## config.mk

```make
export PLATFORM = sky130hd
export DESIGN_NAME = aar_regs
export DESIGN_NICKNAME = d
export VERILOG_FILES = /design/src/design/aar_pkg.sv /design/src/design/aar_spi_slave.sv /design/src/design/aar_result_gate.sv /design/src/design/aar_regs.sv
export SDC_FILE = /design/constraint.sdc
export NUM_CORES = 1
export LEC_CHECK = 0
export CAP_MARGIN = 25
export CORE_MARGIN = 1
export CORE_UTILIZATION = 64
export DETAILED_ROUTE_END_ITERATION = 10
export DONT_BUFFER_PORTS = 1
export GPL_TIMING_DRIVEN = 1
export PLACE_DENSITY = 0.85
export SYNTH_ARGS = -nofsm -noshare
export SYNTH_HDL_FRONTEND = slang
export SYNTH_HIERARCHICAL = 1
export SYNTH_SLANG_ARGS = --single-unit
```

## constraint.sdc

```tcl
create_clock -name sys_clk_i -period 4.2 [get_ports sys_clk_i]
set_input_delay 0.21 -clock sys_clk_i [delete_from_list [all_inputs] [get_ports sys_clk_i]]
set_output_delay 0.21 -clock sys_clk_i [all_outputs]
set_load 0.05 [all_outputs]
```

## src/design/aar_pkg.sv

```systemverilog
// Package: register map, field positions and carrier types for the alarm/start bank
package aar_pkg;
	localparam logic [6:0] ADDR_ALARM_MASK = 7'h05;
	localparam logic [6:0] ADDR_SDO_CFG = 7'h06;
	localparam logic [6:0] ADDR_SOFT_RESET = 7'h07;
	localparam logic [6:0] ADDR_START = 7'h0F;
	localparam logic [6:0] ADDR_CONV_CFG = 7'h04;
	localparam logic [6:0] ADDR_LOCK = 7'h08;
	localparam logic [6:0] ADDR_STATE = 7'h10;
	localparam int BIT_BROWNOUT_MASK = 7;
	localparam int BIT_DGAIN_MASK = 6;
	localparam int BIT_AMP_MASK = 0;
	localparam int BIT_SDO_DRIVE = 0;
	localparam int BIT_SOFT_RESET = 0;
	localparam int BIT_POWER_MODE = 0;
	localparam int BIT_SINGLE_SHOT = 1;
	localparam int BIT_LOCK = 0;
	localparam int BIT_READY = 0;
	localparam int BIT_BUSY = 1;
	localparam logic [7:0] ALARM_MASK_RESET = 8'h00;
	localparam logic [7:0] ALARM_MASK_WMASK = 8'hC1;
	localparam logic [15:0] ERROR_CODE = 16'h7FFF;
	localparam int NUM_CH = 3;
	localparam logic [1:0] CH_LAST = 2'h2;
	// Per-channel converter flags from the analog side
	typedef struct packed {
		logic dgain_ovr;
		logic amp_ovr;
	} aar_ch_flags_t;
	typedef struct packed {
		logic wr;
		logic rd;
		logic [6:0] addr;
		logic [7:0] data;
	} aar_reg_req_t;
	typedef enum logic [1:0] {
		AAR_IDLE,
		AAR_RUN,
		AAR_DONE
	} aar_seq_state_t;
endpackage

```

## src/design/aar_spi_slave.sv

```systemverilog
// SPI slave: frames 16-bit transfers (R/W, 7-bit address, 8-bit data), mode 0
`timescale 1ns/100ps
`default_nettype none
module aar_spi_slave
	import aar_pkg::*;
(
	input wire logic sys_clk_i,
	input wire logic rst_n_i,
	input wire logic ce_i,
	input wire logic sclk_i,
	input wire logic csn_i,
	input wire logic sdi_i,
	input wire logic [7:0] rd_data_i,
	output aar_reg_req_t req_o,
	output logic rd_phase_o,
	output logic sdo_bit_o
);
	logic [1:0] sclk_sync_reg;
	logic [1:0] csn_sync_reg;
	logic [1:0] sdi_sync_reg;
	logic sclk_prev_reg;
	logic [3:0] bit_cnt_reg;
	logic [14:0] shift_reg;
	logic [7:0] out_reg;
	logic is_read_reg;
	wire logic rise = sclk_sync_reg[1] & ~sclk_prev_reg & ~csn_sync_reg[1];
	wire logic fall = ~sclk_sync_reg[1] & sclk_prev_reg & ~csn_sync_reg[1];

	// Link pins are asynchronous to sys_clk; two stages before use
	always_ff @(posedge sys_clk_i or negedge rst_n_i) begin
		if (!rst_n_i) begin
			sclk_sync_reg <= 2'h0;
			csn_sync_reg <= 2'h3;
			sdi_sync_reg <= 2'h0;
			sclk_prev_reg <= 1'b0;
		end else if (ce_i) begin
			sclk_sync_reg <= {sclk_sync_reg[0], sclk_i};
			csn_sync_reg <= {csn_sync_reg[0], csn_i};
			sdi_sync_reg <= {sdi_sync_reg[0], sdi_i};
			sclk_prev_reg <= sclk_sync_reg[1];
		end
	end

	always_ff @(posedge sys_clk_i or negedge rst_n_i) begin
		if (!rst_n_i) begin
			bit_cnt_reg <= 4'h0;
			shift_reg <= 15'h0000;
			is_read_reg <= 1'b0;
			req_o <= '0;
		end else if (ce_i) begin
			req_o.wr <= 1'b0;
			req_o.rd <= 1'b0;
			if (csn_sync_reg[1]) begin
				bit_cnt_reg <= 4'h0;
				is_read_reg <= 1'b0;
			end else if (rise) begin
				shift_reg <= {shift_reg[13:0], sdi_sync_reg[1]};
				bit_cnt_reg <= bit_cnt_reg + 4'h1;
				if (bit_cnt_reg == 4'h7) begin
					is_read_reg <= shift_reg[6];
					req_o.rd <= shift_reg[6];
					req_o.addr <= {shift_reg[5:0], sdi_sync_reg[1]};
				end
				if (bit_cnt_reg == 4'hF && !is_read_reg) begin
					req_o.wr <= 1'b1;
					req_o.data <= {shift_reg[6:0], sdi_sync_reg[1]};
				end
			end
		end
	end

	// Read data shifts out on falling edges during the data byte
	always_ff @(posedge sys_clk_i or negedge rst_n_i) begin
		if (!rst_n_i) begin
			out_reg <= 8'h00;
			rd_phase_o <= 1'b0;
		end else if (ce_i) begin
			if (req_o.rd) begin
				out_reg <= rd_data_i;
				rd_phase_o <= 1'b1;
			end else if (csn_sync_reg[1]) begin
				rd_phase_o <= 1'b0;
			end else if (fall && rd_phase_o && bit_cnt_reg != 4'h8) begin
				out_reg <= {out_reg[6:0], 1'b0};
			end
		end
	end
	assign sdo_bit_o = out_reg[7];
endmodule
`default_nettype wire

```

## src/design/aar_result_gate.sv

```systemverilog
// Alarm gating: replaces a channel result with the error code per the masks
`timescale 1ns/100ps
`default_nettype none
module aar_result_gate
	import aar_pkg::*;
(
	input wire logic [7:0] alarm_mask_i,
	input wire logic brownout_i,
	input wire logic ch_enabled_i,
	input wire aar_ch_flags_t flags_i,
	input wire logic [15:0] raw_i,
	output logic [15:0] result_o
);
	logic force_err;
	always_comb begin
		force_err = 1'b0;
		if (brownout_i && !alarm_mask_i[BIT_BROWNOUT_MASK] && ch_enabled_i)
			force_err = 1'b1;
		if (flags_i.dgain_ovr && !alarm_mask_i[BIT_DGAIN_MASK])
			force_err = 1'b1;
		if (flags_i.amp_ovr && !alarm_mask_i[BIT_AMP_MASK])
			force_err = 1'b1;
		result_o = force_err ? ERROR_CODE : raw_i;
	end
endmodule
`default_nettype wire

```

## src/design/aar_regs.sv

```systemverilog
// Alarm mask, SDO drive, soft reset and start trigger register bank
//
// Behaviour
// - With the brown-out mask clear, a brown-out forces every enabled channel result to 0x7FFF.
// - With the brown-out mask set, a brown-out leaves results unchanged.
// - With the digital-gain mask clear, a channel's digital-gain over-range forces only its result to 0x7FFF.
// - With the digital-gain mask set, digital-gain over-range leaves the result alone.
// - The amplifier over-range mask, when clear, forces that channel's result to 0x7FFF, and when set has no effect.
// - With the SDO drive bit clear (reset value) SDO is driven only during read-back and is released otherwise.
// - With the SDO drive bit set, SDO is driven high except during read-back, when it carries read data.
// - Writing one to the soft-reset bit returns every other register to its default value; the soft-reset bit itself stays one until written zero.
// - The start register is write-only, reads as zero, and a write to it triggers conversion only while the power-mode and lock bits are both set.
// - In continuous mode one start write launches a round robin that repeats indefinitely.
// - In single-shot mode each start write converts every enabled channel once, then waits.
`timescale 1ns/100ps
`default_nettype none
module aar_regs
	import aar_pkg::*;
(
	input wire logic sys_clk_i,
	input wire logic resetn_i,
	input wire logic ce_i,
	input wire logic sclk_i,
	input wire logic csn_i,
	input wire logic sdi_i,
	output logic sdo_o,
	output logic sdo_oe_o,
	input wire logic sync_i,
	input wire logic brownout_i,
	input wire logic [2:0] ch_enable_i,
	input wire aar_ch_flags_t [2:0] ch_flags_i,
	input wire logic [47:0] ch_raw_i,
	input wire logic conv_done_i,
	output logic [47:0] ch_result_o,
	output logic conv_go_o,
	output logic [1:0] conv_ch_o,
	output logic conv_active_o
);
	logic [1:0] rst_sync_reg;
	wire logic rst_n = rst_sync_reg[1];
	logic [1:0] sync_pin_reg;
	logic sync_prev_reg;
	logic [7:0] alarm_mask_reg;
	logic sdo_drive_reg;
	logic soft_reset_reg;
	logic [1:0] conv_cfg_reg;
	logic lock_reg;
	aar_seq_state_t state_reg;
	aar_reg_req_t req;
	logic rd_phase;
	logic sdo_bit;
	logic [7:0] rd_data;
	logic start_trig;
	logic [47:0] gated;

	function automatic logic hit(input aar_reg_req_t r, input logic [6:0] a);
		hit = r.wr && r.addr == a;
	endfunction

	always_ff @(posedge sys_clk_i or negedge resetn_i) begin
		if (!resetn_i)
			rst_sync_reg <= 2'h0;
		else
			rst_sync_reg <= {rst_sync_reg[0], 1'b1};
	end

	aar_spi_slave u_spi (
		.sys_clk_i(sys_clk_i),
		.rst_n_i(rst_n),
		.ce_i(ce_i),
		.sclk_i(sclk_i),
		.csn_i(csn_i),
		.sdi_i(sdi_i),
		.rd_data_i(rd_data),
		.req_o(req),
		.rd_phase_o(rd_phase),
		.sdo_bit_o(sdo_bit)
	);

	// Soft reset holds registers at default while the bit reads one
	always_ff @(posedge sys_clk_i or negedge rst_n) begin
		if (!rst_n) begin
			soft_reset_reg <= 1'b0;
		end else if (ce_i && hit(req, ADDR_SOFT_RESET)) begin
			soft_reset_reg <= req.data[BIT_SOFT_RESET];
		end
	end

	always_ff @(posedge sys_clk_i or negedge rst_n) begin
		if (!rst_n) begin
			alarm_mask_reg <= ALARM_MASK_RESET;
			sdo_drive_reg <= 1'b0;
			conv_cfg_reg <= 2'h0;
			lock_reg <= 1'b0;
		end else if (ce_i) begin
			if (soft_reset_reg) begin
				alarm_mask_reg <= ALARM_MASK_RESET;
				sdo_drive_reg <= 1'b0;
				conv_cfg_reg <= 2'h0;
				lock_reg <= 1'b0;
			end else begin
				if (hit(req, ADDR_ALARM_MASK) && !conv_cfg_reg[BIT_POWER_MODE])
					alarm_mask_reg <= req.data & ALARM_MASK_WMASK;
				if (hit(req, ADDR_SDO_CFG))
					sdo_drive_reg <= req.data[BIT_SDO_DRIVE];
				if (hit(req, ADDR_CONV_CFG) && !lock_reg)
					conv_cfg_reg <= req.data[1:0];
				if (hit(req, ADDR_LOCK))
					lock_reg <= req.data[BIT_LOCK];
			end
		end
	end
	always_comb begin
		case (req.addr)
			ADDR_ALARM_MASK: rd_data = alarm_mask_reg;
			ADDR_SDO_CFG: rd_data = {7'h00, sdo_drive_reg};
			ADDR_SOFT_RESET: rd_data = {7'h00, soft_reset_reg};
			ADDR_CONV_CFG: rd_data = {6'h00, conv_cfg_reg};
			ADDR_LOCK: rd_data = {7'h00, lock_reg};
			ADDR_STATE: rd_data = {6'h00, conv_active_o, ~soft_reset_reg};
			default: rd_data = 8'h00;
		endcase
	end

	// Sync pin is asynchronous: two stages, then edge detect
	always_ff @(posedge sys_clk_i or negedge rst_n) begin
		if (!rst_n) begin
			sync_pin_reg <= 2'h0;
			sync_prev_reg <= 1'b0;
		end else if (ce_i) begin
			sync_pin_reg <= {sync_pin_reg[0], sync_i};
			sync_prev_reg <= sync_pin_reg[1];
		end
	end

	assign start_trig = conv_cfg_reg[BIT_POWER_MODE] && lock_reg &&
		(hit(req, ADDR_START) || (sync_pin_reg[1] && !sync_prev_reg));

	// Round-robin sequencer over enabled channels
	always_ff @(posedge sys_clk_i or negedge rst_n) begin
		if (!rst_n) begin
			state_reg <= AAR_IDLE;
			conv_ch_o <= 2'h0;
			conv_go_o <= 1'b0;
			conv_active_o <= 1'b0;
		end else if (ce_i) begin
			conv_go_o <= 1'b0;
			case (state_reg)
				AAR_IDLE: begin
					if (start_trig && !soft_reset_reg && ch_enable_i != 3'h0) begin
						state_reg <= AAR_RUN;
						conv_ch_o <= 2'h0;
						conv_go_o <= ch_enable_i[0];
						conv_active_o <= 1'b1;
					end
				end
				AAR_RUN: begin
					if (soft_reset_reg || !conv_cfg_reg[BIT_POWER_MODE]) begin
						state_reg <= AAR_IDLE;
						conv_active_o <= 1'b0;
					end else if (conv_done_i || !ch_enable_i[conv_ch_o]) begin
						if (conv_ch_o == CH_LAST) begin
							conv_ch_o <= 2'h0;
							if (conv_cfg_reg[BIT_SINGLE_SHOT]) begin
								state_reg <= AAR_DONE;
							end else begin
								conv_go_o <= ch_enable_i[0];
							end
						end else begin
							conv_ch_o <= conv_ch_o + 2'h1;
							conv_go_o <= ch_enable_i[conv_ch_o + 2'h1];
						end
					end
				end
				AAR_DONE: begin
					state_reg <= AAR_IDLE;
					conv_active_o <= 1'b0;
				end
				default: state_reg <= AAR_IDLE;
			endcase
		end
	end

	genvar g;
	generate
		for (g = 0; g < NUM_CH; g++) begin : g_ch
			aar_result_gate u_gate (
				.alarm_mask_i(alarm_mask_reg),
				.brownout_i(brownout_i),
				.ch_enabled_i(ch_enable_i[g]),
				.flags_i(ch_flags_i[g]),
				.raw_i(ch_raw_i[16*g +: 16]),
				.result_o(gated[16*g +: 16])
			);
		end
	endgenerate

	always_ff @(posedge sys_clk_i or negedge rst_n) begin
		if (!rst_n)
			ch_result_o <= 48'h0;
		else if (ce_i)
			ch_result_o <= gated;
	end

	always_ff @(posedge sys_clk_i or negedge rst_n) begin
		if (!rst_n) begin
			sdo_o <= 1'b0;
			sdo_oe_o <= 1'b0;
		end else if (ce_i) begin
			sdo_oe_o <= rd_phase || sdo_drive_reg;
			sdo_o <= rd_phase ? sdo_bit : 1'b1;
		end
	end

	AST_START_NEEDS_LOCK: assert property (@(posedge sys_clk_i) disable iff (!rst_n)
		(state_reg == AAR_IDLE && ce_i && !lock_reg) |=> state_reg == AAR_IDLE)
		else $error("start taken without lock");
	AST_MASK_LOCKED: assert property (@(posedge sys_clk_i) disable iff (!rst_n)
		(ce_i && conv_cfg_reg[BIT_POWER_MODE] && !soft_reset_reg)
		|=> $stable(alarm_mask_reg))
		else $error("alarm mask changed during conversion");
	AST_SOFT_RESET: assert property (@(posedge sys_clk_i) disable iff (!rst_n)
		(ce_i && soft_reset_reg) |=> alarm_mask_reg == ALARM_MASK_RESET
		&& !sdo_drive_reg && !lock_reg)
		else $error("soft reset left a register set");
	AST_HIZ_IDLE: assert property (@(posedge sys_clk_i) disable iff (!rst_n)
		(ce_i && !rd_phase && !sdo_drive_reg) |=> !sdo_oe_o)
		else $error("sdo driven outside read-back");
	AST_DRIVE_HIGH: assert property (@(posedge sys_clk_i) disable iff (!rst_n)
		(ce_i && !rd_phase && sdo_drive_reg) |=> sdo_oe_o && sdo_o)
		else $error("sdo not driven high");
	AST_BROWNOUT: assert property (@(posedge sys_clk_i) disable iff (!rst_n)
		(ce_i && brownout_i && !alarm_mask_reg[BIT_BROWNOUT_MASK]
		&& ch_enable_i[0]) |=> ch_result_o[15:0] == ERROR_CODE)
		else $error("brown-out did not force error code");
	AST_MASKED_PASS: assert property (@(posedge sys_clk_i) disable iff (!rst_n)
		(ce_i && alarm_mask_reg == ALARM_MASK_WMASK)
		|=> ch_result_o[15:0] == $past(ch_raw_i[15:0]))
		else $error("masked alarm altered result");
	AST_DGAIN_ONLY: assert property (@(posedge sys_clk_i) disable iff (!rst_n)
		(ce_i && ch_flags_i[0].dgain_ovr && !alarm_mask_reg[BIT_DGAIN_MASK])
		|=> ch_result_o[15:0] == ERROR_CODE)
		else $error("digital gain over-range not flagged");
	AST_SINGLE_STOP: assert property (@(posedge sys_clk_i) disable iff (!rst_n)
		(state_reg == AAR_DONE && ce_i) |=> state_reg == AAR_IDLE
		&& !conv_go_o)
		else $error("single shot did not stop");

	// Sequencer entry, wrap and stop, the drive bit writable outside soft reset, read-back and alarm gating
	AST_START_NEEDS_POWER: assert property (@(posedge sys_clk_i)
		disable iff (!rst_n)
		(state_reg == AAR_IDLE && ce_i && !conv_cfg_reg[BIT_POWER_MODE])
		|=> state_reg == AAR_IDLE)
		else $error("start taken in standby");

	AST_START_TAKEN: assert property (@(posedge sys_clk_i)
		disable iff (!rst_n)
		(state_reg == AAR_IDLE && ce_i && start_trig && !soft_reset_reg
		&& ch_enable_i != 3'h0) |=> state_reg == AAR_RUN && conv_active_o)
		else $error("start trigger not taken");

	AST_CONT_WRAP: assert property (@(posedge sys_clk_i)
		disable iff (!rst_n)
		(ce_i && state_reg == AAR_RUN && !soft_reset_reg
		&& conv_cfg_reg[BIT_POWER_MODE] && !conv_cfg_reg[BIT_SINGLE_SHOT]
		&& conv_ch_o == CH_LAST && (conv_done_i || !ch_enable_i[CH_LAST]))
		|=> state_reg == AAR_RUN && conv_ch_o == 2'h0)
		else $error("continuous round robin did not repeat");

	AST_SHOT_END: assert property (@(posedge sys_clk_i)
		disable iff (!rst_n)
		(ce_i && state_reg == AAR_RUN && !soft_reset_reg
		&& conv_cfg_reg[BIT_POWER_MODE] && conv_cfg_reg[BIT_SINGLE_SHOT]
		&& conv_ch_o == CH_LAST && (conv_done_i || !ch_enable_i[CH_LAST]))
		|=> state_reg == AAR_DONE)
		else $error("single shot did not end after last channel");

	AST_SOFT_RESET_STOP: assert property (@(posedge sys_clk_i)
		disable iff (!rst_n)
		(ce_i && soft_reset_reg && state_reg != AAR_IDLE)
		|=> state_reg == AAR_IDLE)
		else $error("soft reset left sequencer running");

	AST_SDO_WRITABLE: assert property (@(posedge sys_clk_i)
		disable iff (!rst_n)
		(ce_i && !soft_reset_reg && hit(req, ADDR_SDO_CFG))
		|=> sdo_drive_reg == $past(req.data[BIT_SDO_DRIVE]))
		else $error("drive bit write refused");

	AST_SDO_READBACK: assert property (@(posedge sys_clk_i)
		disable iff (!rst_n)
		(ce_i && rd_phase)
		|=> sdo_oe_o && sdo_o == $past(sdo_bit))
		else $error("read data not on sdo");

	AST_AMP_ONLY: assert property (@(posedge sys_clk_i)
		disable iff (!rst_n)
		(ce_i && ch_flags_i[1].amp_ovr && !alarm_mask_reg[BIT_AMP_MASK])
		|=> ch_result_o[31:16] == ERROR_CODE)
		else $error("amplifier over-range not flagged");

	AST_BROWNOUT_MASKED: assert property (@(posedge sys_clk_i)
		disable iff (!rst_n)
		(ce_i && brownout_i && alarm_mask_reg[BIT_BROWNOUT_MASK]
		&& !ch_flags_i[0].dgain_ovr && !ch_flags_i[0].amp_ovr)
		|=> ch_result_o[15:0] == $past(ch_raw_i[15:0]))
		else $error("masked brown-out altered result");
endmodule
`default_nettype wire

```

# Word level (Yosys, flattened, before mapping)
# Index checks and enable logic that the tools add are counted.
[totals] register_bits=119 wordCells=188
[op_classes] n_addsub=2 n_lt_le_gt_ge=2 n_eq_ne=21 mux=61 bitwise=8 n_reduce_logical=66
[op_table] cell="8-bit 2-to-1 mux" count=7
[op_table] cell="16-bit 2-to-1 mux" count=3
[op_table] cell="8-bit case mux with 6 select lines" count=1
[op_table] cell="17-bit 2-to-1 mux" count=2
[op_table] cell="1-bit 2-to-1 mux" count=29
[op_table] cell="7-bit by 3-bit == test with 1-bit output, second input constant" count=4
[op_table] cell="1-bit logical AND" count=27
[op_table] cell="2-bit 2-to-1 mux" count=11
[op_table] cell="2-bit nonzero test" count=9
[op_table] cell="7-bit by 4-bit == test with 1-bit output, second input constant" count=2
[op_table] cell="2-bit AND reduction" count=6
[op_table] cell="4-bit AND reduction" count=3
[op_table] cell="5-bit AND reduction" count=2
[op_table] cell="1-bit zero test" count=9
[op_table] cell="3-bit inequality test, second input constant" count=3
[op_table] cell="3-bit AND reduction" count=3
[op_table] cell="4-bit 2-to-1 mux" count=2
[op_table] cell="2-bit inequality test, second input constant" count=4
[op_table] cell="2-bit case mux with 2 select lines" count=2
[op_table] cell="7-bit by 5-bit == test with 1-bit output, second input constant" count=1
[op_table] cell="2-bit by 3-bit < comparator with 1-bit output, second input constant" count=2
[op_table] cell="3-bit nonzero test" count=2
[op_table] cell="4-bit by 1-bit adder with 4-bit output, second input constant" count=1
[op_table] cell="1-bit bitwise AND" count=4
[op_table] cell="13 further kinds" count=21

# Depth between registers and ports, before layout
[logic_depth] word_depth=8 depth_mapped=7 ltp_nobuf=7

# Cells and area by module
# Netlist, hierarchy kept.
[by_module_without_submodules] mod="aar_regs" instances=1 cells_each=232 area_each_um2=3030.4 seq_area_each_um2=1726.7
[by_module_without_submodules] mod="aar_spi_slave" instances=1 cells_each=159 area_each_um2=1906.8 seq_area_each_um2=1128.6
[by_module_without_submodules] mod="aar_result_gate" instances=3 cells_each=24 area_each_um2=245.2 seq_area_each_um2=0.0

# Worst setup path before layout
# Ideal clock, no wire load.
[synth_timing] path_type="reg2reg" start="register u_spi/req_o[13] (netlist bit)" end="register alarm_mask_reg[0]" t_arrival_ps=2079 setup_slack_ps=1992 stages_incl_launch_ff=7 path_buffers=1 period_less_slack_ps=2208 path_cell_list="dfrtp_1 > or3b_1 > or4b_4 > or4_1 > buf_2 > mux2i_1 > o2bb2ai_1"
[synth_between] elab_chain_cells=5
[synth_lines] item="from (decl)" line_no="aar_spi_slave.sv:14" rtl="output aar_reg_req_t req_o,"
[synth_lines] item="7-bit by 3-bit == test with 1-bit output" line_no="aar_regs.sv:57" rtl="hit = r.wr && r.addr == a;"
[synth_lines] item="1-bit logical AND" line_no="aar_regs.sv:57"
[synth_lines] item="1-bit logical AND" line_no="aar_regs.sv:102" rtl="if (hit(req, ADDR_ALARM_MASK) && !conv_cfg_reg[BIT_POWER_MODE])"
[synth_lines] item="2-bit nonzero test (no line)"
[synth_lines] item="2-bit AND reduction (no line)"
[synth_lines] item="to (signal assigned)" line_no="aar_regs.sv:103" rtl="alarm_mask_reg <= req.data & ALARM_MASK_WMASK;"
[synth_lines] item="to (decl)" line_no="aar_regs.sv:43" rtl="logic [7:0] alarm_mask_reg;"
# No other way between the ends.
# A chain may end at the register's enable or synchronous reset.

# Worst setup path after layout
# Ends and elaborated chain as after synthesis.

==> impl_metrics.toml <==
[power_and_ir_drop]
combPwrFrac = 0.097
pwr-share-clk = 0.284
p_per_area_nw_per_um2 = 372.2
pwr-share-seq = 0.619
p_int_w = 0.001472
swShare = 0.3086
p_leak_nw = 2.226
power.switching_w = 0.0006571
irDropWorstVdd_uv = 254.0

[die]
fp.coreArea_sq_um = 8258
row_count = 33
start_util = 0.6676
die_h_microns = 94.81
io_pins = 120
dieArea_sq_um = 8989
die_w_microns = 94.81

[finish]
postLayoutCellArea_sq_um = 5722
fin_nets = 523
synthToLayoutAreaGrowth_pct = 3.790
fin_cells = 559
largest_reg_flops = 48
drive_gt1_frac = 0.2313
finish.utilization = 0.6929
antenna_cells = 0

[timing]
period_share = 0.5529
hold_violations = 0
maxClockFrequency_mhz = 430.7
finalMaxSlewViolations = 0
fin_crit_ns = 2.322
rsz0062_at_grt = "false"
whs_ns = 0.01411
slew_headroom = 0.3529
tightest_slew_ns = 0.9675
clock_skew_ns = 0.01391
fin_setup_tns_ns = 0
final-setup-viol-count = 0

[critical_path]
startpoint_type = "flop"
crit_required_ns = 4.45
cp_cell_sequence = "or3b_1, or4b_4, or4_1, mux2i_1, o2bb2ai_1"
cp_num_buf_inv = 0
crit_slowest_cell = "or4_1"
slowest_delay_ns = 0.58
r2r_slack_ns = 1.88
critPathMaxFanout = 4
crit_type = "flop to flop"
end_kind = "flop"
path_delay_family = "simple AND/OR/NAND/NOR gates"
arrival_ns = 2.58

[routing]
drt-initial-drc-count = 181
wl_mm = 11.41
firstDrtPassIters = 4
viasPerCell = 6.519
vias = 3644
wire_per_inst_microns = 20.41
drtAntennaViolNets = 0
route.detailed.drc = 0

[cts]
cts-buffers-inserted = 9
cts_tree = "yes"
clk_pin_slew_worst_paths_ns = 0.10
post_cts_buffers = 0
clock_latency_ns = 0.37
cts_htree_levels = 3
cts.sinks = 110
clk_path_buf_depth = 2
cts_root_buf = "clkbuf_8"

[synth]
syn_inst = 455
syn-cell-area_sq_um = 5513
avgSynthCellArea_sq_um = 12.12
synth_warnings = 6

[run]
maxCapViolCount = 0

[outcome]
status = "finished, final reports clean"

[global_routing]
antenna_found_initial = 0
grt_pass1_wl_mm = 17.68
grt_max_degree = 75
grt-ovfl-total = 0
grtUsageTotal = 0.2598
grt_pass1_vias = 3618

[place]
dpl.hpwl_mm = 7.426
io_buffers = 0
dp.cells = 532
place.gp.congestion = 0.8570
dpl_cell_area_sq_um = 5418

[hold_path]
holdCritPathClass = "input pin to flop"
repair_timing:
action,in CTS,in global routing
gates resized for setup,0,0
endpoints found under the setup margin,0,0
hold buffers,10,1
endpoints found under the hold margin,43,1
layer usage:
metal  routed length (microns)  vias to the layer above  GRT usage  part of all wire
met5                         0                        -          0                 0
met4                       314                        0     0.1351             0.028
met3                       730                       23    0.04831             0.064
met2                      5696                      129     0.4323              0.50
met1                      4670                     1838     0.3223              0.41
li1                          -                     1654          -                 -
cells in the final DEF (no fill, tap or decap), types with 5 or more instances in the layout:
cell	n
a21oi_1	7
clkbuf_8	10
conb_1	5
dfrtp_1	107
dlygate4sd3_1	10
ha_1	8
inv_1	12
mux2_2	66
mux2i_1	14
nand2_1	46
nand2b_4	6
nand3_1	8
nand4b_1	45
nor2_1	13
o21ai_0	19
o2bb2ai_1	5
power by group through the flow:
stage	clock [W]	combinational, W	sequential (W)
floorplan	0	0.000172	0.00132
finish	0.000604	0.000207	0.00132
global route	0.000666	0.000230	0.00133
detailed placement	0	0.000183	0.00134
global placement	0	0.000169	0.00134
CTS	0.000616	0.000206	0.00132
worst register-to-register path, cell delays in order, from the launching register on:
cell       delay, ns
dfrtp_1         0.39
or3b_1          0.44
or4b_4          0.52
or4_1           0.58
mux2i_1         0.20
o2bb2ai_1       0.09
worst paths after layout:
| path | from | endpoint | cells past startpoint |
|---|---|---|---|
| setup / recovery | u_spi/req_o[13] | alarm_mask_reg[0] | 5 |
| hold / removal | ce_i | ch_result_o[35] | 1 |
| setup reg to reg | u_spi/req_o[13] | alarm_mask_reg[0] | 5 |
| hold reg to reg | rst_sync_reg[0] | rst_sync_reg[1] | 0 |
| max in group asynchronous | rst_sync_reg[1] | u_spi/csn_sync_reg[0] | 1 |
| min in group asynchronous | resetn_i | rst_sync_reg[1] | 1 |
final cells by class:
| type | instances | area [sq um] |
|---|---|---|
| tap | 105 | 131.4 |
| clock buffer | 11 | 141.4 |
| fill | 621 | 2536 |
| sequential | 110 | 2759 |
| clock inverter | 5 | 42.54 |
| timing repair buffer | 12 | 127.6 |
| multi-input combinational | 304 | 2475 |
| inverter | 12 | 45.04 |
stage by stage:
step                worst slack, ns  power [W]
finish                        1.878   0.002129
global route                  1.776   0.002230
CTS                           1.866   0.002142
detailed placement            1.873   0.001523
global placement              1.954   0.001504
floorplan                    0.9122   0.001491
Power figures use the tool's default switching activity.
